==> config.mk <==
export PLATFORM = sky130hd
export DESIGN_NAME = jfrpe_core
export DESIGN_NICKNAME = d
export VERILOG_FILES = /design/src/jfrpe_skid_buf.v /design/src/jfrpe_core.v
export VERILOG_INCLUDE_DIRS = /design/src
export SDC_FILE = /design/constraint.sdc
export NUM_CORES = 1
export LEC_CHECK = 0
export BUFFER_PORTS_ARGS = -buffer_cell sky130_fd_sc_hd__buf_4
export CAP_MARGIN = 10
export CORE_UTILIZATION = 60
export CTS_BUF_LIST = sky130_fd_sc_hd__clkbuf_2
export DETAILED_ROUTE_END_ITERATION = 10
export PLACE_DENSITY_LB_ADDON = 0.3
export SETUP_SLACK_MARGIN = 0.5
export SLEW_MARGIN = 20
export SYNTH_ARGS = -nofsm -noshare
export SYNTH_HDL_FRONTEND = slang
export SYNTH_SLANG_ARGS = --single-unit
==> constraint.sdc <==
create_clock -name ref_clk -period 6.2 [get_ports ref_clk]
set_input_delay 0 -clock ref_clk [delete_from_list [all_inputs] [get_ports ref_clk]]
set_output_delay 0 -clock ref_clk [all_outputs]
set_load 0.02 [all_outputs]
==> src/jfrpe_defines.vh <==
// Purpose: constants for the flash readback / programming entry test-port block
// Assumes: 10 MHz ref_clk, test port sampled as ordinary pins
// Notes: definitions only
`ifndef JFRPE_DEFINES_VH
`define JFRPE_DEFINES_VH

// instruction codes (4-bit instruction register)
`define JFRPE_IR_W 4
`define JFRPE_INSTR_PAGE_READ 4'h7
`define JFRPE_INSTR_CMD_ENTRY 4'h5
`define JFRPE_INSTR_UNLOCK 4'h4
`define JFRPE_INSTR_RESET 4'hc
`define JFRPE_INSTR_BYPASS 4'hf

// programming enable signature, 16 bits
`define JFRPE_UNLOCK_SIG 16'ha370
`define JFRPE_UNLOCK_W 16
`define JFRPE_BYTE_W 8
`define JFRPE_CMD_W 15

// tap state codes (standard 4-bit encoding)
`define JFRPE_TAP_RESET 4'hf
`define JFRPE_TAP_IDLE 4'hc
`define JFRPE_TAP_SEL_DR 4'h7
`define JFRPE_TAP_CAP_DR 4'h6
`define JFRPE_TAP_SHIFT_DR 4'h2
`define JFRPE_TAP_EXIT1_DR 4'h1
`define JFRPE_TAP_PAUSE_DR 4'h3
`define JFRPE_TAP_EXIT2_DR 4'h0
`define JFRPE_TAP_UPD_DR 4'h5
`define JFRPE_TAP_SEL_IR 4'h4
`define JFRPE_TAP_CAP_IR 4'he
`define JFRPE_TAP_SHIFT_IR 4'ha
`define JFRPE_TAP_EXIT1_IR 4'h9
`define JFRPE_TAP_PAUSE_IR 4'hb
`define JFRPE_TAP_EXIT2_IR 4'h8
`define JFRPE_TAP_UPD_IR 4'hd

// reset time-out, in microseconds per clock option, and cycles at 10 MHz
`define JFRPE_CLK_HZ 10000000
`define JFRPE_TOUT_SHORT_US 64
`define JFRPE_TOUT_LONG_US 400
`define JFRPE_TOUT_SHORT_CYC ((`JFRPE_TOUT_SHORT_US * (`JFRPE_CLK_HZ / 1000000)))
`define JFRPE_TOUT_LONG_CYC ((`JFRPE_TOUT_LONG_US * (`JFRPE_CLK_HZ / 1000000)))
`define JFRPE_TOUT_W 16

`endif

==> src/jfrpe_skid_buf.v <==
// Purpose: two-entry buffer with valid/ready on both sides
// Assumes: one clock, synchronous active-high reset
// Notes: full and empty are exact; ready in is low only when both slots hold data
module jfrpe_skid_buf #(
    parameter WIDTH = 8,
    parameter DEPTH = 2
) (
    // clock and reset
    input wire ref_clk,
    input wire rst,
    // filling side
    input wire in_valid,
    output wire in_ready,
    input wire [WIDTH-1:0] in_data,
    // draining side
    output wire out_valid,
    input wire out_ready,
    output wire [WIDTH-1:0] out_data
);
    reg [WIDTH-1:0] mem_q [0:DEPTH-1];
    reg [0:0] wr_ptr_q;
    reg [0:0] rd_ptr_q;
    reg [1:0] count_q;
    wire do_wr;
    wire do_rd;

    assign in_ready = (count_q != 2'h2);
    assign out_valid = (count_q != 2'h0);
    assign out_data = mem_q[rd_ptr_q];
    assign do_wr = in_valid && in_ready;
    assign do_rd = out_valid && out_ready;

    // storage and pointers; data sits in flops, read side selects
    always @(posedge ref_clk)
    begin
        if (rst)
        begin
            wr_ptr_q <= 1'b0;
            rd_ptr_q <= 1'b0;
            count_q <= 2'h0;
        end
        else
        begin
            if (do_wr)
            begin
                mem_q[wr_ptr_q] <= in_data;
                wr_ptr_q <= ~wr_ptr_q;
            end
            if (do_rd)
                rd_ptr_q <= ~rd_ptr_q;
            if (do_wr && !do_rd)
                count_q <= count_q + 2'h1;
            else if (do_rd && !do_wr)
                count_q <= count_q - 2'h1;
        end
    end
endmodule // jfrpe_skid_buf

==> src/jfrpe_core.v <==
// Purpose: test-port data registers for flash page readback and programming entry
// Assumes: tck/tms/tdi/trst are slow pins sampled by ref_clk (tck << ref_clk)
// Notes: flash reads go through a request/answer port; words land in a 2-entry buffer
//
// What this block does
// instruction 0x7 selects the 8-bit flash byte register (low byte of the command reg).
// each Capture-DR under page read loads a flash byte, low first, then alternating.
// the program counter advances after every high byte, including the first one.
// in Shift-DR under page read the byte register shifts one bit per tck toward tdo.
// the programmer must assert the reset register before entering programming mode; the block does not check it, prog_mode follows the enable register alone.
// a one in the reset register holds the device in reset for as long as it stays.
// after the reset register clears, reset lasts a fuse-selected time-out.
// the reset register drives the reset line directly, with no update latch.
// a 16-bit enable register unlocks programming only while it equals the signature.
// the enable register clears to zero on power-on reset.
// the programmer should clear the enable register when leaving programming mode.
// at Update-DR under the unlock instruction the value is compared and mode entered.
`include "jfrpe_defines.vh"
module jfrpe_core #(
    parameter ADDR_W = 16,
    parameter TOUT_SHORT_CYC = `JFRPE_TOUT_SHORT_CYC,
    parameter TOUT_LONG_CYC = `JFRPE_TOUT_LONG_CYC
) (
    // clock and power-on reset
    input wire ref_clk,
    input wire rst,
    // test port pins; tdo is three-state, enable low while driving
    input wire tck,
    input wire tms,
    input wire tdi,
    input wire trst_n,
    output reg tdo_o,
    output reg tdo_oe_n,
    // program counter preset from the command path
    input wire pc_load,
    input wire [ADDR_W-1:0] pc_load_val,
    output wire [ADDR_W-1:0] prog_counter,
    // flash word read: request held until ack
    output wire flash_rd_req,
    output wire [ADDR_W-1:0] flash_rd_addr,
    input wire flash_rd_ack,
    input wire [15:0] flash_rd_data,
    // status and reset outputs
    input wire clk_fuse_long,
    output wire dev_reset,
    output wire prog_mode,
    output wire [`JFRPE_IR_W-1:0] active_instr
);
    // pin synchronisers: three stages, change accepted when stages 2 and 3 agree
    reg [2:0] tck_s_q, tms_s_q, tdi_s_q, trst_s_q;
    reg tck_f_q, tms_f_q, tdi_f_q, trst_f_q;
    always @(posedge ref_clk)
    begin
        if (rst)
        begin
            tck_s_q <= 3'h0;
            tms_s_q <= 3'h7;
            tdi_s_q <= 3'h0;
            trst_s_q <= 3'h7;
            tck_f_q <= 1'b0;
            tms_f_q <= 1'b1;
            tdi_f_q <= 1'b0;
            trst_f_q <= 1'b1;
        end
        else
        begin
            tck_s_q <= {tck_s_q[1:0], tck};
            tms_s_q <= {tms_s_q[1:0], tms};
            tdi_s_q <= {tdi_s_q[1:0], tdi};
            trst_s_q <= {trst_s_q[1:0], trst_n};
            if (tck_s_q[1] == tck_s_q[2])
                tck_f_q <= tck_s_q[2];
            if (tms_s_q[1] == tms_s_q[2])
                tms_f_q <= tms_s_q[2];
            if (tdi_s_q[1] == tdi_s_q[2])
                tdi_f_q <= tdi_s_q[2];
            if (trst_s_q[1] == trst_s_q[2])
                trst_f_q <= trst_s_q[2];
        end
    end

    wire tck_rise = (tck_s_q[1] == tck_s_q[2]) && tck_s_q[2] && !tck_f_q;
    wire tck_fall = (tck_s_q[1] == tck_s_q[2]) && !tck_s_q[2] && tck_f_q;
    wire tap_rst = rst || !trst_f_q;

    // next tap state as a function of state and tms
    function [3:0] tap_next;
        input [3:0] st;
        input m;
        begin
            case (st)
                `JFRPE_TAP_RESET: tap_next = m ? `JFRPE_TAP_RESET : `JFRPE_TAP_IDLE;
                `JFRPE_TAP_IDLE: tap_next = m ? `JFRPE_TAP_SEL_DR : `JFRPE_TAP_IDLE;
                `JFRPE_TAP_SEL_DR: tap_next = m ? `JFRPE_TAP_SEL_IR : `JFRPE_TAP_CAP_DR;
                `JFRPE_TAP_CAP_DR: tap_next = m ? `JFRPE_TAP_EXIT1_DR : `JFRPE_TAP_SHIFT_DR;
                `JFRPE_TAP_SHIFT_DR: tap_next = m ? `JFRPE_TAP_EXIT1_DR : `JFRPE_TAP_SHIFT_DR;
                `JFRPE_TAP_EXIT1_DR: tap_next = m ? `JFRPE_TAP_UPD_DR : `JFRPE_TAP_PAUSE_DR;
                `JFRPE_TAP_PAUSE_DR: tap_next = m ? `JFRPE_TAP_EXIT2_DR : `JFRPE_TAP_PAUSE_DR;
                `JFRPE_TAP_EXIT2_DR: tap_next = m ? `JFRPE_TAP_UPD_DR : `JFRPE_TAP_SHIFT_DR;
                `JFRPE_TAP_UPD_DR: tap_next = m ? `JFRPE_TAP_SEL_DR : `JFRPE_TAP_IDLE;
                `JFRPE_TAP_SEL_IR: tap_next = m ? `JFRPE_TAP_RESET : `JFRPE_TAP_CAP_IR;
                `JFRPE_TAP_CAP_IR: tap_next = m ? `JFRPE_TAP_EXIT1_IR : `JFRPE_TAP_SHIFT_IR;
                `JFRPE_TAP_SHIFT_IR: tap_next = m ? `JFRPE_TAP_EXIT1_IR : `JFRPE_TAP_SHIFT_IR;
                `JFRPE_TAP_EXIT1_IR: tap_next = m ? `JFRPE_TAP_UPD_IR : `JFRPE_TAP_PAUSE_IR;
                `JFRPE_TAP_PAUSE_IR: tap_next = m ? `JFRPE_TAP_EXIT2_IR : `JFRPE_TAP_PAUSE_IR;
                `JFRPE_TAP_EXIT2_IR: tap_next = m ? `JFRPE_TAP_UPD_IR : `JFRPE_TAP_SHIFT_IR;
                `JFRPE_TAP_UPD_IR: tap_next = m ? `JFRPE_TAP_SEL_DR : `JFRPE_TAP_IDLE;
                default: tap_next = `JFRPE_TAP_RESET;
            endcase
        end
    endfunction

    reg [3:0] tap_q;
    reg [`JFRPE_IR_W-1:0] ir_sh_q, ir_q;
    reg [`JFRPE_CMD_W-1:0] cmd_sh_q;
    reg [`JFRPE_UNLOCK_W-1:0] unlock_sh_q, unlock_q;
    reg reset_reg_q;
    reg bypass_q;
    reg hi_sel_q;
    reg [ADDR_W-1:0] pc_q;
    reg [15:0] word_q;
    reg word_ok_q;

    wire sel_read = (ir_q == `JFRPE_INSTR_PAGE_READ);
    wire sel_unlock = (ir_q == `JFRPE_INSTR_UNLOCK);
    wire sel_reset = (ir_q == `JFRPE_INSTR_RESET);
    wire sel_cmd = (ir_q == `JFRPE_INSTR_CMD_ENTRY);
    wire cap_dr = tck_rise && (tap_q == `JFRPE_TAP_CAP_DR);
    wire shift_dr = tck_rise && (tap_q == `JFRPE_TAP_SHIFT_DR);
    wire upd_dr = tck_rise && (tap_q == `JFRPE_TAP_UPD_DR);

    // flash words come back through the buffer; capture never waits, so a word not yet arrived is captured stale
    wire buf_out_valid;
    wire [15:0] buf_out_data;
    wire buf_in_ready;
    wire buf_take = cap_dr && sel_read && !hi_sel_q;
    reg req_q;
    jfrpe_skid_buf #(
        .WIDTH(16),
        .DEPTH(2)
    ) u_buf (
        .ref_clk(ref_clk),
        .rst(rst),
        .in_valid(flash_rd_ack && req_q),
        .in_ready(buf_in_ready),
        .in_data(flash_rd_data),
        .out_valid(buf_out_valid),
        .out_ready(buf_take),
        .out_data(buf_out_data)
    );
    assign flash_rd_req = req_q;
    assign flash_rd_addr = pc_q;

    // prefetch the word at pc while page read is active, the buffer is empty and no low byte awaits its high byte
    always @(posedge ref_clk)
    begin
        if (rst)
            req_q <= 1'b0;
        else if (req_q && flash_rd_ack)
            req_q <= 1'b0;
        else if (sel_read && buf_in_ready && !buf_out_valid && !word_ok_q)
            req_q <= 1'b1;
    end

    // tap state, instruction register and data registers
    always @(posedge ref_clk)
    begin
        if (tap_rst)
        begin
            tap_q <= `JFRPE_TAP_RESET;
            ir_sh_q <= `JFRPE_INSTR_BYPASS;
            ir_q <= `JFRPE_INSTR_BYPASS;
            cmd_sh_q <= 15'h0000;
            unlock_sh_q <= 16'h0000;
            bypass_q <= 1'b0;
            hi_sel_q <= 1'b0;
            word_q <= 16'h0000;
            word_ok_q <= 1'b0;
        end
        else
        begin
            if (tck_rise)
                tap_q <= tap_next(tap_q, tms_f_q);
            if (tck_rise && tap_q == `JFRPE_TAP_CAP_IR)
                ir_sh_q <= 4'h1;
            if (tck_rise && tap_q == `JFRPE_TAP_SHIFT_IR)
                ir_sh_q <= {tdi_f_q, ir_sh_q[`JFRPE_IR_W-1:1]};
            if (tck_rise && tap_q == `JFRPE_TAP_UPD_IR)
            begin
                ir_q <= ir_sh_q;
                hi_sel_q <= 1'b0;
                word_ok_q <= 1'b0;
            end
            // page read capture: low byte from fresh word, then high byte
            if (cap_dr && sel_read)
            begin
                if (!hi_sel_q)
                begin
                    word_q <= buf_out_data;
                    cmd_sh_q[7:0] <= buf_out_data[7:0];
                    word_ok_q <= 1'b1;
                end
                else
                begin
                    cmd_sh_q[7:0] <= word_q[15:8];
                    word_ok_q <= 1'b0;
                end
                hi_sel_q <= ~hi_sel_q;
            end
            if (shift_dr && sel_read)
                cmd_sh_q[7:0] <= {tdi_f_q, cmd_sh_q[7:1]};
            if (shift_dr && sel_cmd)
                cmd_sh_q <= {tdi_f_q, cmd_sh_q[`JFRPE_CMD_W-1:1]};
            if (shift_dr && sel_unlock)
                unlock_sh_q <= {tdi_f_q, unlock_sh_q[`JFRPE_UNLOCK_W-1:1]};
            if (shift_dr)
                bypass_q <= tdi_f_q;
        end
    end

    // program counter: preset, then post-increment after each high byte
    always @(posedge ref_clk)
    begin
        if (rst)
            pc_q <= {ADDR_W{1'b0}};
        else if (pc_load)
            pc_q <= pc_load_val;
        else if (cap_dr && sel_read && hi_sel_q)
            pc_q <= pc_q + {{(ADDR_W-1){1'b0}}, 1'b1};
    end
    assign prog_counter = pc_q;

    // reset register: no update stage, the shift bit is the reset itself
    always @(posedge ref_clk)
    begin
        if (tap_rst)
            reset_reg_q <= 1'b0;
        else if (shift_dr && sel_reset)
            reset_reg_q <= tdi_f_q;
    end

    // time-out counter runs after release; length set by the clock fuse
    reg [`JFRPE_TOUT_W-1:0] tout_q;
    always @(posedge ref_clk)
    begin
        if (rst || reset_reg_q)
            tout_q <= clk_fuse_long ? TOUT_LONG_CYC[`JFRPE_TOUT_W-1:0]
                                    : TOUT_SHORT_CYC[`JFRPE_TOUT_W-1:0];
        else if (tout_q != {`JFRPE_TOUT_W{1'b0}})
            tout_q <= tout_q - {{(`JFRPE_TOUT_W-1){1'b0}}, 1'b1};
    end
    assign dev_reset = reset_reg_q || (tout_q != {`JFRPE_TOUT_W{1'b0}});

    // enable register only clears on power-on; tap reset leaves it alone
    always @(posedge ref_clk)
    begin
        if (rst)
            unlock_q <= 16'h0000;
        else if (upd_dr && sel_unlock)
            unlock_q <= unlock_sh_q;
    end
    assign prog_mode = (unlock_q == `JFRPE_UNLOCK_SIG);
    assign active_instr = ir_q;

    // tdo changes on tck falling edge, driven only in shift states
    always @(posedge ref_clk)
    begin
        if (tap_rst)
        begin
            tdo_o <= 1'b0;
            tdo_oe_n <= 1'b1;
        end
        else if (tck_fall)
        begin
            tdo_oe_n <= !(tap_q == `JFRPE_TAP_SHIFT_DR || tap_q == `JFRPE_TAP_SHIFT_IR);
            if (tap_q == `JFRPE_TAP_SHIFT_IR)
                tdo_o <= ir_sh_q[0];
            else if (sel_read || sel_cmd)
                tdo_o <= cmd_sh_q[0];
            else if (sel_unlock)
                tdo_o <= unlock_sh_q[0];
            else if (sel_reset)
                tdo_o <= reset_reg_q;
            else
                tdo_o <= bypass_q;
        end
    end
endmodule // jfrpe_core

* Yosys cells after proc, flatten, opt, wreduce, memory -nomap -nowiden
Memories as Yosys holds them, arrays and structs flattened. A register that Yosys moved wholly into a read port is not among the register bits. Index checks and enable logic that the tools add are counted.
Cells by class: muxes and demuxes 39, equality and inequality tests 25, reduce and logical (&&, ||, !) cells 54, add/sub/neg operators 4, bitwise operators 3
Operators with widths (number):
- $mux 16 | 4
- $pmux 4 s12 | 1
- $eq 4x4->1 const B | 9
- $mux 8 | 4
- $eq 4x3->1 const B | 7
- $logic_and 1x1->1 | 26
- $add 16x1->16 const B | 1
- $eq 16x16->1 const B | 1
- $mux 2 | 8
- $reduce_bool 16->1 | 1
- $sub 16x1->16 const B | 1
- $mux 1 | 14
- $mux 12 | 1
- $mux 3 | 4
- $mux 4 | 3
- $reduce_bool 2->1 | 6
- $logic_not 1->1 | 9
- $eq 4x2->1 const B | 2
- $reduce_or 2->1 | 3
- $logic_or 1x1->1 | 5
- $eq 1x1->1 | 4
- $eq 4x1->1 const B | 1
- $logic_not 4->1 | 1
- $not 1->1 | 3
- other kinds (6) | 6
Storage, ports and cells: bits in writable memories 32, memories 1, register bits 134
Memories:
- u_buf.mem_q | depth 2, width 16, read ports 1, clocked after memory_dff 1, write ports 1, RTL line jfrpe_skid_buf.v:20 | reg [WIDTH-1:0] mem_q [0:DEPTH-1];

* Depth between registers and ports, before layout
Gate-level depths: netlist of run 1.
depth after elaboration 10, mapped depth 9, depth with buffers taken out 8

* By module
A second synthesis of run 1 with hierarchy kept.
Unflattened totals: cell total of the unflattened synthesis 676, area total of the unflattened synthesis 6859.1 µm²
By module, submodules not included:
- jfrpe_core | cells an instance 599, area each 5480.3 µm², instances 1, sequential area each 2582.5 µm²
- jfrpe_skid_buf | cells an instance 77, area each 1378.8 µm², instances 1, sequential area each 1061.0 µm²

* Least setup slack after synthesis of run 1
OpenSTA, ideal clock, no wires.
kind register to register, start reg tck_s_q[2], end reg u_buf.count_q[1], path buffers 0, required time 6130 ps, path slack 3733 ps, data arrival time 2397 ps, stages on the path, launching flop included 8, clock period less this slack 2467 ps, cells stage by stage dfxtp_1 ha_1 nor3b_2 nand4_2 or3_1 ha_1 or3_1 a21oi_1
On the way: longest elaborated chain between the ends 10, elaborated cells on any way between the ends 12, classes of those cells eq/ne (1); mux (1); reduce/logical (10)
Ends and longest elaborated chain:
- from (decl) | RTL line jfrpe_core.v:50 | reg [2:0] tck_s_q, tms_s_q, tdi_s_q, trst_s_q;
- from (signal assigned) | RTL line jfrpe_core.v:67 | tck_s_q <= {tck_s_q[1:0], tck};
- $eq 1x1->1 | RTL line jfrpe_core.v:82 | wire tck_rise = (tck_s_q[1] == tck_s_q[2]) && tck_s_q[2] && !tck_f_q;
- $logic_and 1x1->1 * (2 in series) | RTL line jfrpe_core.v:82
- $logic_and 1x1->1 * | RTL line jfrpe_core.v:128 | wire cap_dr = tck_rise && (tap_q == `JFRPE_TAP_CAP_DR);
- $logic_and 1x1->1 * (2 in series) | RTL line jfrpe_core.v:136 | wire buf_take = cap_dr && sel_read && !hi_sel_q;
- $logic_and 1x1->1 * | RTL line jfrpe_skid_buf.v:31 | assign do_rd = out_valid && out_ready;
- $logic_not 1->1 | RTL line jfrpe_skid_buf.v:51 | if (do_wr && !do_rd)
- $logic_and 1x1->1 | RTL line jfrpe_skid_buf.v:51
- $mux 2 / $reduce_bool 2->1 (equally long branches)
- to (signal assigned) | RTL line jfrpe_skid_buf.v:52 | count_q <= count_q + 2'h1;
- to (signal assigned) | RTL line jfrpe_skid_buf.v:54 | count_q <= count_q - 2'h1;
- to (decl) | RTL line jfrpe_skid_buf.v:23 | reg [1:0] count_q;
Every way passes the cells marked *; elsewhere a longest branch is shown, timed or not. A chain may end at the register's enable or synchronous reset.

* Worst setup path after layout of run 1
start reg tap_q[1], end reg pc_q[15] (netlist: flash_rd_addr[15])
On the way: longest elaborated chain between the ends 5
Ends and longest elaborated chain:
- from (decl) | RTL line jfrpe_core.v:113 | reg [3:0] tap_q;
- from (signal assigned) | RTL line jfrpe_core.v:170 | tap_q <= `JFRPE_TAP_RESET;
- from (signal assigned) | RTL line jfrpe_core.v:183 | tap_q <= tap_next(tap_q, tms_f_q);
- $eq 4x3->1
- $logic_and 1x1->1 | RTL line jfrpe_core.v:128
- $logic_and 1x1->1 (2 in series) | RTL line jfrpe_core.v:228 | else if (cap_dr && sel_read && hi_sel_q)
- $reduce_bool 2->1 (no source line)
- to (signal assigned) | RTL line jfrpe_core.v:225 | pc_q <= {ADDR_W{1'b0}};
- to (signal assigned) | RTL line jfrpe_core.v:227 | pc_q <= pc_load_val;
- to (signal assigned) | RTL line jfrpe_core.v:229 | pc_q <= pc_q + {{(ADDR_W-1){1'b0}}, 1'b1};
- to (decl) | RTL line jfrpe_core.v:120 | reg [ADDR_W-1:0] pc_q;
Every way passes these cells.

==> results of run 1 <==
power breakdown:
| group | switching, mW | internal, mW | leakage [nW] |
|---|---|---|---|
| clock | 0.370 | 0.387 | 0.202 |
| combinational | 0.0871 | 0.0967 | 1.92 |
| sequential | 0.0273 | 1.09 | 1.36 |
synth_stat cells, drive strengths merged, types with 4 or more instances:
library cell | count | area share [%]
dfxtp | 110 | 32
nor2 | 73 | 3.9
mux2i | 57 | 8.2
edfxtp | 48 | 21
nand2 | 48 | 2.6
o21ai | 35 | 2.5
clkbuf | 33 | 1.8
a21oi | 28 | 2.0
buf | 25 | 2.5
inv | 17 | 0.91
a31oi | 12 | 1.1
nand3 | 12 | 0.86
nand4 | 12 | 1.2
mux2 | 11 | 1.8
nor3 | 10 | 0.79
or2 | 10 | 0.90
a2111oi | 9 | 1.1
nor2b | 9 | 0.81
or3 | 8 | 0.72
xor2 | 8 | 1.0
a311oi | 7 | 0.88
nor4 | 7 | 0.84
nor4b | 7 | 0.88
ha | 6 | 1.1
o31ai | 6 | 0.65
or4 | 6 | 0.65
and3 | 5 | 0.45
and4 | 5 | 0.63
nand2b | 5 | 0.45
nand4b | 4 | 0.50
nor3b | 4 | 0.57
o211ai | 4 | 0.43
final cells by class:
| cell class | count | area (sq um) |
|---|---|---|
| tap | 143 | 179 |
| sequential | 158 | 3640 |
| fill | 704 | 2660 |
| inverter | 18 | 67.6 |
| timing repair buffer | 167 | 1470 |
| multi-input combinational | 445 | 3000 |
| clock inverter | 15 | 263 |
| clock buffer | 17 | 85.1 |
stage by stage:
step | hold slack (ns) | utilization, %
2_1_floorplan | 0.0989 | -
3_3_place_gp | 0.185 | 65.9
3_5_place_dp | 0.188 | 66.0
4_1_cts | 0.114 | 76.5
5_1_grt | 0.151 | 76.6
6_report | 0.202 | 76.6
how the worst max path moves through the flow:
stage	to	slack [ns]	cells past startpoint
floorplan	u_buf.count_q[1]	3.73	7
finish	flash_rd_addr[15]	2.96	5
global placement	u_buf.count_q[1]	3.50	7
detailed placement	u_buf.count_q[1]	3.37	7
CTS	flash_rd_addr[9]	3.12	5
global route	flash_rd_addr[5]	2.76	5
metal layers:
layer	share of wire, %	vias to the layer above	global-route usage [%]	wire length, microns
met4	2.9	0	14.0	478
met2	51	226	49.7	8290
li1	-	2713	-	-
met1	41	2742	32.5	6670
met5	0	-	0	0
met3	5.3	45	6.52	870
flip-flops by register name (all words and copies together) (netlist names), 2 cells and up, named ones only:
name and cells:
tck_s_q 3, ir_sh_q 4, tms_s_q 3, word_q 8
u_buf.count_q 2, tout_q 16, flash_rd_addr 16, cmd_sh_q 15
tdi_s_q 3, trst_s_q 3, tap_q 4, active_instr 4
unlock_q 16, u_buf.mem_q 32, unlock_sh_q 16
logic make-up after synthesis:
| kind of cell | after synthesis | share of synthesized area, % |
|---|---|---|
| fa+ha+maj | 6 | 1.08 |
| buf+inv | 76 | 5.27 |
| flops | 158 | 52.2 |
| mux | 68 | 9.95 |
| simple gates | 238 | 18.9 |
| compound gates | 122 | 11.2 |
| xor+xnor | 11 | 1.38 |
worst min-delay path, cell delays in order:
cell           delay [ns]
dlygate4sd3_1        0.53
buf_4                0.10
nor2_1               0.06
a21oi_1              0.12
==> results.md, run 1 <==
* Via count at 5726
* I/O pins at 82
* Reg2reg setup slack at 2.96 ns
* Reg2Reg Launch Point: tap_q[1]
* Critical path buffer and inverter count at 1
* Outcome: finished, final reports clean
* Syn Nets at 726
* Yosys reg bits at 158
* Crit-path max cell delay at 0.71 ns
* Critical-path cell list: nor2b_1, nand4_1, or4b_2, a311oi_1, dlygate4sd3_1
* CP max-delay cell: or4b_2
* Nets at 854
* Final worst slack at 2.96 ns
* Worst Hold Depth at 4
* DIE HEIGHT at 110 microns
* Vias in the first global route at 5535
* Synth Warn # at 0
* Number of H-tree levels at 4
* Ant diodes at 0
* CTS root buffer: clkbuf_2
* Final setup fails at 0
* Core Area at 11400 sq um
* CTS Buf Count at 17
* Routed length per instance at 16.9 microns
* Kind of critical path: flip-flop to flip-flop
* Setup TNS at 0 ns
* RSZ-0062 raised after global routing: false
* Critical path launch point type: flip-flop
* Die Wd at 110 microns
* Area of the mapped netlist at 6980 sq um
* Post-CTS Repair Setup Buffers at 0
* Worst-margin pin slew at 1.04 ns
* Commonest non-fill, non-tap cell in the layout: dfxtp_1
* Worst r2r path cells at 5
* Antenna violations before repair at 0
* Design area at 8710 sq um
* Critical Path AT at 3.93 ns
* Worst-path maximum fanout at 11
* Cts repair resizes at 0
* Critical path origin: tap_q[1]
* Min cycle time layout at 3.24 ns
* Highest Clock Rate at 309 MHz
* Gr usage total at 28.4%
* CTS clock-pin slew for the worst setup and hold paths at 0.25 ns
* Hold Crit Start: clk_fuse_long
* DP Area at 7510 sq um
* Post-synthesis sequential area ratio at 52.2%
* Max-capacitance violation count at 0
* Synth async-reset ratio at 0%
* HPWL after DPL at 9540 microns
* Gr ovfl total at 0
* Post-Layout Cell Count at 963
* Vias per cell at 5.95
* Share of layout cells above drive strength 1 at 18.4%
* Antenna Nets Post-Route at 0
* Final wirelength at 16300 microns
* Starting DRT DRC Count at 475
* CTS tree: done
* Area Growth Syn to Fin at 24.8%
* Distinct cells, synth at 66
* Post-Syn Instances at 679
* Die area at 12100 sq um
* Static Leakage at 3.48 nW
* Crit. End Element: flip-flop
* RD Place Congestion at 0.834
* Buffers on Ports at 81
* CTS hold repair buffers at 84
* Worst EP required at 6.89 ns
* Total power at 2.06 mW
* Hold Path Class: input port to flip-flop
* Max-slew violations at 0
* Most frequent cells in the layout: 110 x dfxtp_1, 84 x dlygate4sd3_1, 82 x buf_4
* Setup WS pre-CTS at 3.37 ns
* Drt drc at 0
* Hold Violations, Final at 0
* CTS sink count at 158
* Most used DFF post-synth: dfxtp_1
* Initial DRT Pass Iterations at 6
* CP top delay family: simple AND/OR/NAND/NOR gates
* Slew margin rel. at 30.8%
* Reg-to-Reg End: flash_rd_addr[15]
* Syn Area/Cell at 10.3 sq um
* VDD IR max at 0.000187 V
* Clk Latency, worst-skew pair at 0.75 ns
* Placement Rows at 39
* Clk buf depth at 2
* Dpl cells at 846
* First-pass GRT wire length at 26200 microns
* Fin crit share at 52.2%
* Worst hold endpoint: tout_q[8]
* Initial core utilization at 61.4%
* Pin count of the biggest net entering global routing at 62
* Clock Skews at 0.0415 ns
* Pwr Density at 236 nW/um^2
* Number of synthesized flops with an enable pin at 48
No activity file was read; power rests on OpenSTA's default activity.
==> run 2, diff against run 1 <==
- CORE_UTILIZATION: 60 -> 54
- clock period: 6.2 -> 2.85 ns (I/O delays scaled with it)
==> results.md, run 2 (synthesis gave the netlist of run 1 again) <==
* Outcome: finished, final reports clean (unchanged)
* Slew margin rel. at 53.6% (was 30.8%)
* Routed length per instance at 15.4 microns (was 16.9 microns)
* Die Wd at 116 microns (was 110 microns)
* First-pass GRT wire length at 25000 microns (was 26200 microns)
* DIE HEIGHT at 116 microns (was 110 microns)
* Hold Crit Start: pc_load_val[10] (was clk_fuse_long)
* Final hold slack at 0.0560 ns (was 0.202 ns)
* Starting DRT DRC Count at 331 (was 475)
* Critical path launch point type: flip-flop (unchanged)
* Vias per cell at 5.62 (was 5.95)
* RSZ-0062 raised after global routing: true (was false)
* Fin crit share at 81.6% (was 52.2%)
* Worst EP required at 3.50 ns (was 6.89 ns)
* Pwr Density at 468 nW/um^2 (was 236 nW/um^2)
* Crit-path max cell delay at 0.42 ns (was 0.71 ns)
* Share of layout cells above drive strength 1 at 21.9% (was 18.4%)
* Highest Clock Rate at 430 MHz (was 309 MHz)
* Critical Path AT at 2.97 ns (was 3.93 ns)
* Final setup fails at 0 (unchanged)
* Pin count of the biggest net entering global routing at 62 (unchanged)
* Via count at 5596 (was 5726)
* RD Place Congestion at 0.803 (was 0.834)
* Worst Hold Depth at 4 (unchanged)
* Worst hold endpoint: flash_rd_addr[10] (was tout_q[8])
* Gr ovfl total at 0 (unchanged)
* Number of flip-flops in the largest register at 32 (unchanged)
* CP max-delay cell: or3_1 (was or4b_2)
* Clock Skews at 0.0355 ns (was 0.0415 ns)
* Register with the most flip-flops: u_buf.mem_q (unchanged)
* Drt drc at 0 (unchanged)
* Gr usage total at 24.1% (was 28.4%)
* Area of the multi-input gates at 3060 sq um (was 3000 sq um)
* Reg2reg setup slack at 0.53 ns (was 2.96 ns)
* Crit. End Element: flip-flop (unchanged)
* Antenna Nets Post-Route at 0 (unchanged)
* Static Leakage at 3.44 nW (was 3.48 nW)
* Setup WS pre-CTS at 0.448 ns (was 3.37 ns)
* HPWL after DPL at 9550 microns (was 9540 microns)
* Hold Violations, Final at 0 (unchanged)
* Hold Path Class: input port to flip-flop (unchanged)
* Worst-margin pin slew at 0.690 ns (was 1.04 ns)
* Max-capacitance violation count at 0 (unchanged)
* VDD IR max at 0.000300 V (was 0.000187 V)
* Clk Latency, worst-skew pair at 0.74 ns (was 0.75 ns)
* Initial core utilization at 55.3% (was 61.4%)
* Most frequent cells in the layout: 101 x dfxtp_1, 100 x buf_4, 73 x nor2_1 (was 110 x dfxtp_1, 84 x dlygate4sd3_1, 82 x buf_4)
* Worst-path maximum fanout at 7 (was 11)
* Final core occ at 68.8% (was 76.6%)
* Antenna violations before repair at 0 (unchanged)
* Core Area at 12600 sq um (was 11400 sq um)
* Critical path buffer and inverter count at 0 (was 1)
* Min cycle time layout at 2.32 ns (was 3.24 ns)
* Kind of critical path: flip-flop to flip-flop (unchanged)
* CTS clock-pin slew for the worst setup and hold paths at 0.23 ns (was 0.25 ns)
* Critical-path cell list: ha_4, nor3b_4, nand4_4, or3_1, ha_4, xor2_1, or3_1, a21oi_1 (was nor2b_1, nand4_1, or4b_2, a311oi_1, dlygate4sd3_1)
* Reg-to-Reg End: u_buf.count_q[1] (was flash_rd_addr[15])
* I/O pins at 82 (unchanged)
* Placement Rows at 41 (was 39)
* CTS tree: done (unchanged)
* Initial DRT Pass Iterations at 5 (was 6)
* Register area at 3650 sq um (was 3640 sq um)
* Final wirelength at 15400 microns (was 16300 microns)
* Nets at 857 (was 854)
* Die area at 13400 sq um (was 12100 sq um)
* Final worst slack at 0.526 ns (was 2.96 ns)
* CTS root buffer: clkbuf_2 (unchanged)
* Worst r2r path cells at 8 (was 5)
* CTS sink count at 158 (unchanged)
* Number of H-tree levels at 4 (unchanged)
* CP top delay family: simple AND/OR/NAND/NOR gates (unchanged)
* Area Growth Syn to Fin at 24.5% (was 24.8%)
* CTS Buf Count at 17 (unchanged)
* Vias in the first global route at 5374 (was 5535)
* Buffers on Ports at 81 (unchanged)
* Setup TNS at 0 ns (unchanged)
* Clk buf depth at 2 (unchanged)
* Commonest non-fill, non-tap cell in the layout: dfxtp_1 (unchanged)
* Layout filler cell count at 947 (was 704)
* Reg2Reg Launch Point: tck_s_q[1] (was tap_q[1])
* Max-slew violations at 0 (unchanged)
==> run 2: cell count changes in the layout (fill, tap and decap cells not counted), sizes merged <==
cell         before  now
buf              83  100
dlygate4sd3      84   70
clkbuf           17   22
bufinv            7    3
diode             0    1
inv              21   20
==> run 2: final cells by class <==
| cell class | instances | share of cell area [%] |
|---|---|---|
| flip-flops and latches | 158 | 42.1 |
| multi-input cells | 445 | 35.3 |
| repair buffers | 170 | 16.7 |
| well taps | 172 | 2.48 |
| clock inverters | 10 | 1.40 |
| clock buffers | 22 | 1.27 |
| inverters | 18 | 0.778 |
| diodes | 1 | 0.0288 |
==> run 2: worst reg2reg max path: stages, from the launching register on <==
cell and delay [ns]:
dfxtp_2 0.40, ha_4 0.18, nor3b_4 0.25, nand4_4 0.16, or3_1 0.43, ha_4 0.18
xor2_1 0.14, or3_1 0.31, a21oi_1 0.19
==> run 2: per-layer routing <==
metal | vias to the layer above | track usage [%] | part of all wire [%]
li1 | 2718 | - | -
met5 | - | 0 | 0
met1 | 2644 | 28.5 | 43
met3 | 38 | 5.13 | 4.9
met2 | 196 | 42.6 | 49
met4 | 0 | 10.3 | 2.4
==> run 2: worst max-delay path by stage <==
stage	depth (start not counted)	startpoint	endpoint	slack, ns
finish	8	tck_s_q[1]	u_buf.count_q[1]	0.53
global route	8	tck_s_q[1]	u_buf.count_q[1]	0.43
CTS	6	active_instr[2]	u_buf.count_q[1]	0.51
detailed placement	6	active_instr[2]	u_buf.count_q[1]	0.45
global placement	7	tck_s_q[2]	u_buf.count_q[1]	0.51
floorplan	2	flash_rd_req	u_buf.mem_q[1][0]	0.51
==> run 2: through the flow <==
stage,power (mW),instance area [sq um],instances
final,4.06,8690,996
after global routing,4.23,8680,995
after CTS,4.06,8600,990
after detailed placement,2.77,7640,888
after global placement,2.75,7640,888
after floorplan,2.65,7000,679
==> run 2: where the power goes <==
group	internal (mW)	leakage (nW)	switching, mW
logic	0.210	1.93	0.184
registers	2.37	1.36	0.0669
clock network	0.496	0.158	0.737
==> run 2: timing repair <==
action / in CTS / in global routing
hold buffers: 70 / 0
resized for setup: 9 / 9
endpoints found under the hold margin: 93 / 0
pin swaps: 0 / 4
setup endpoints to repair: 2 / 9
setup buffers: 0 / 5
==> run 3, diff against run 2 <==
- clock period: 2.85 -> 2.1 ns (I/O delays scaled with it)
==> results.md, run 3 (synthesis gave the netlist of run 1 again) <==
* Most used cell, CP: ha_4
* Design area at 10100 sq um (was 8690 sq um)
* CTS clock-pin slew for the worst setup and hold paths at 0.23 ns (about the same)
* Register with the most flip-flops: u_buf.mem_q (unchanged)
* Slew margin rel. at 48.0% (was 53.6%)
* CTS tree: done (unchanged)
* Die Wd at 116 microns (unchanged)
* Placement Rows at 41 (unchanged)
* Antenna Nets Post-Route at 0 (unchanged)
* RD Place Congestion at 0.825 (was 0.803)
* Clk buf depth at 2 (unchanged)
* Hold Path Class: input port to flip-flop (unchanged)
* Worst-margin pin slew at 0.777 ns (was 0.690 ns)
* Buffers on Ports at 81 (unchanged)
* Fin crit share at 103% (was 81.6%)
* Outcome: complete, but fails checks (was finished, final reports clean)
* DIE HEIGHT at 116 microns (unchanged)
* Critical Path AT at 2.84 ns (was 2.97 ns)
* CTS root buffer: clkbuf_2 (unchanged)
* Crit-path max cell delay at 0.41 ns (was 0.42 ns)
* Core Area at 12600 sq um (unchanged)
* Critical path launch point type: flip-flop (unchanged)
* Vias in the first global route at 5913 (was 5374)
* Number of flip-flops in the largest register at 32 (unchanged)
* Most frequent cells in the layout: 128 x buf_4, 86 x dfxtp_1, 71 x nor2_1 (was 101 x dfxtp_1, 100 x buf_4, 73 x nor2_1)
* Gr usage total at 27.3% (was 24.1%)
* Hold Violations, Final at 0 (unchanged)
* Max-slew violations at 0 (unchanged)
* Pwr Density at 586 nW/um^2 (was 468 nW/um^2)
* Initial DRT Pass Iterations at 9 (was 5)
* Kind of critical path: flip-flop to flip-flop (unchanged)
* HPWL after DPL at 10300 microns (was 9550 microns)
* Commonest non-fill, non-tap cell in the layout: buf_4 (was dfxtp_1)
* Max-capacitance violation count at 0 (unchanged)
* Final wirelength at 20300 microns (was 15400 microns)
* Share of layout cells above drive strength 1 at 41.3% (was 21.9%)
* Clock Skews at 0.0369 ns (was 0.0355 ns)
* Setup TNS at -0.125 ns (was 0 ns)
* VDD IR max at 0.000527 V (was 0.000300 V)
* Initial core utilization at 55.3% (unchanged)
* Post-Layout Cell Count at 1063 (was 996)
* Static Leakage at 4.07 nW (was 3.44 nW)
* Total power at 5.95 mW (was 4.06 mW)
* CTS sink count at 158 (unchanged)
* Vias per cell at 5.95 (was 5.62)
* Critical-path cell list: ha_4, nor3b_4, nand4_4, or3_4, ha_4, xor2_2, or3_1, a21oi_2 (was ha_4, nor3b_4, nand4_4, or3_1, ha_4, xor2_1, or3_1, a21oi_1)
* Worst EP required at 2.77 ns (was 3.50 ns)
* I/O pins at 82 (unchanged)
* Final worst slack at -0.0651 ns (was 0.526 ns)
* Dpl cells at 898 (was 888)
* Die area at 13400 sq um (unchanged)
* DP Area at 7900 sq um (was 7640 sq um)
* Crit. End Element: flip-flop (unchanged)
* First-pass GRT wire length at 28100 microns (was 25000 microns)
* RSZ-0062 raised after global routing: true (unchanged)
* Drt drc at 0 (unchanged)
* Pin count of the biggest net entering global routing at 39 (was 62)
* CP top delay family: simple AND/OR/NAND/NOR gates (unchanged)
* Area Growth Syn to Fin at 45.5% (was 24.5%)
* Clk Latency, worst-skew pair at 0.74 ns (about the same)
* Nets at 924 (was 857)
* Min cycle time layout at 2.17 ns (was 2.32 ns)
* CTS Buf Count at 17 (unchanged)
* Antenna violations before repair at 1 (was 0)
* Via count at 6330 (was 5596)
* Critical path buffer and inverter count at 0 (unchanged)
* Highest Clock Rate at 462 MHz (was 430 MHz)
* Final setup fails at 2 (was 0)
* Gr ovfl total at 0 (unchanged)
* Failing checks: setup timing
* Starting DRT DRC Count at 545 (was 331)
* CP max-delay cell: dfxtp_2 (was or3_1)
* Worst-path maximum fanout at 2 (was 7)
* Number of H-tree levels at 4 (unchanged)
* Routed length per instance at 19.1 microns (was 15.4 microns)
* Final hold slack at 0.0803 ns (was 0.0560 ns)
[run 3: what timing repair did]
action | 4_1_cts | 5_1_grt
gates cloned | 4 | 0
hold buffers | 63 | 3
setup buffers | 37 | 25
setup endpoints to repair | 112 | 124
pin swaps | 50 | 54
hold endpoints to repair | 109 | 3
gates resized for setup | 114 | 83
[run 3: final timing paths]
path / depth (start not counted) / to / slack (ns) / start
worst min-delay path: 4 / flash_rd_addr[3] / 0.08 / pc_load_val[3]
worst min register to register: 1 / trst_s_q[1] / 0.44 / trst_s_q[0]
worst max register to register: 8 / u_buf.count_q[1] / -0.07 / tck_s_q[1]
worst max-delay path: 8 / u_buf.count_q[1] / -0.07 / tck_s_q[1]
[run 3: metrics by stage]
step                utilization, %  setup WS (ns)
global route                  80.4         -0.129
floorplan                        -        -0.0335
finish                        80.4        -0.0651
CTS                           76.1        -0.0280
global placement              62.6         0.0939
detailed placement            62.6         0.0462
[run 3: tightest hold or removal path: stages]
cell and delay (ns):
dlygate4sd3_1 0.56, buf_4 0.14, inv_1 0.04, a2111oi_0 0.08
[run 3: per-layer routing]
layer / share of wire (%) / GRT usage [%] / vias to the layer above
met4: 2.9 / 12.8 / 0
li1: - / - / 2868
met5: 0 / 0 / -
met1: 38 / 30.5 / 3077
met3: 6.7 / 5.96 / 70
met2: 52 / 49.3 / 315
[run 3: where the power goes]
group	internal, mW	switching [mW]	total [mW]
registers	3.21	0.0910	3.30
clock network	0.777	1.10	1.87
logic	0.399	0.370	0.769
[run 3: layout make-up]
| cell class | count | area (sq um) |
|---|---|---|
| diodes | 1 | 2.50 |
| clock buffers | 17 | 85.1 |
| clock inverters | 15 | 196 |
| fillers | 686 | 2470 |
| inverters | 18 | 67.6 |
| multi-input cells | 446 | 3730 |
| flip-flops and latches | 158 | 3700 |
| well taps | 172 | 215 |
| repair buffers | 236 | 2150 |
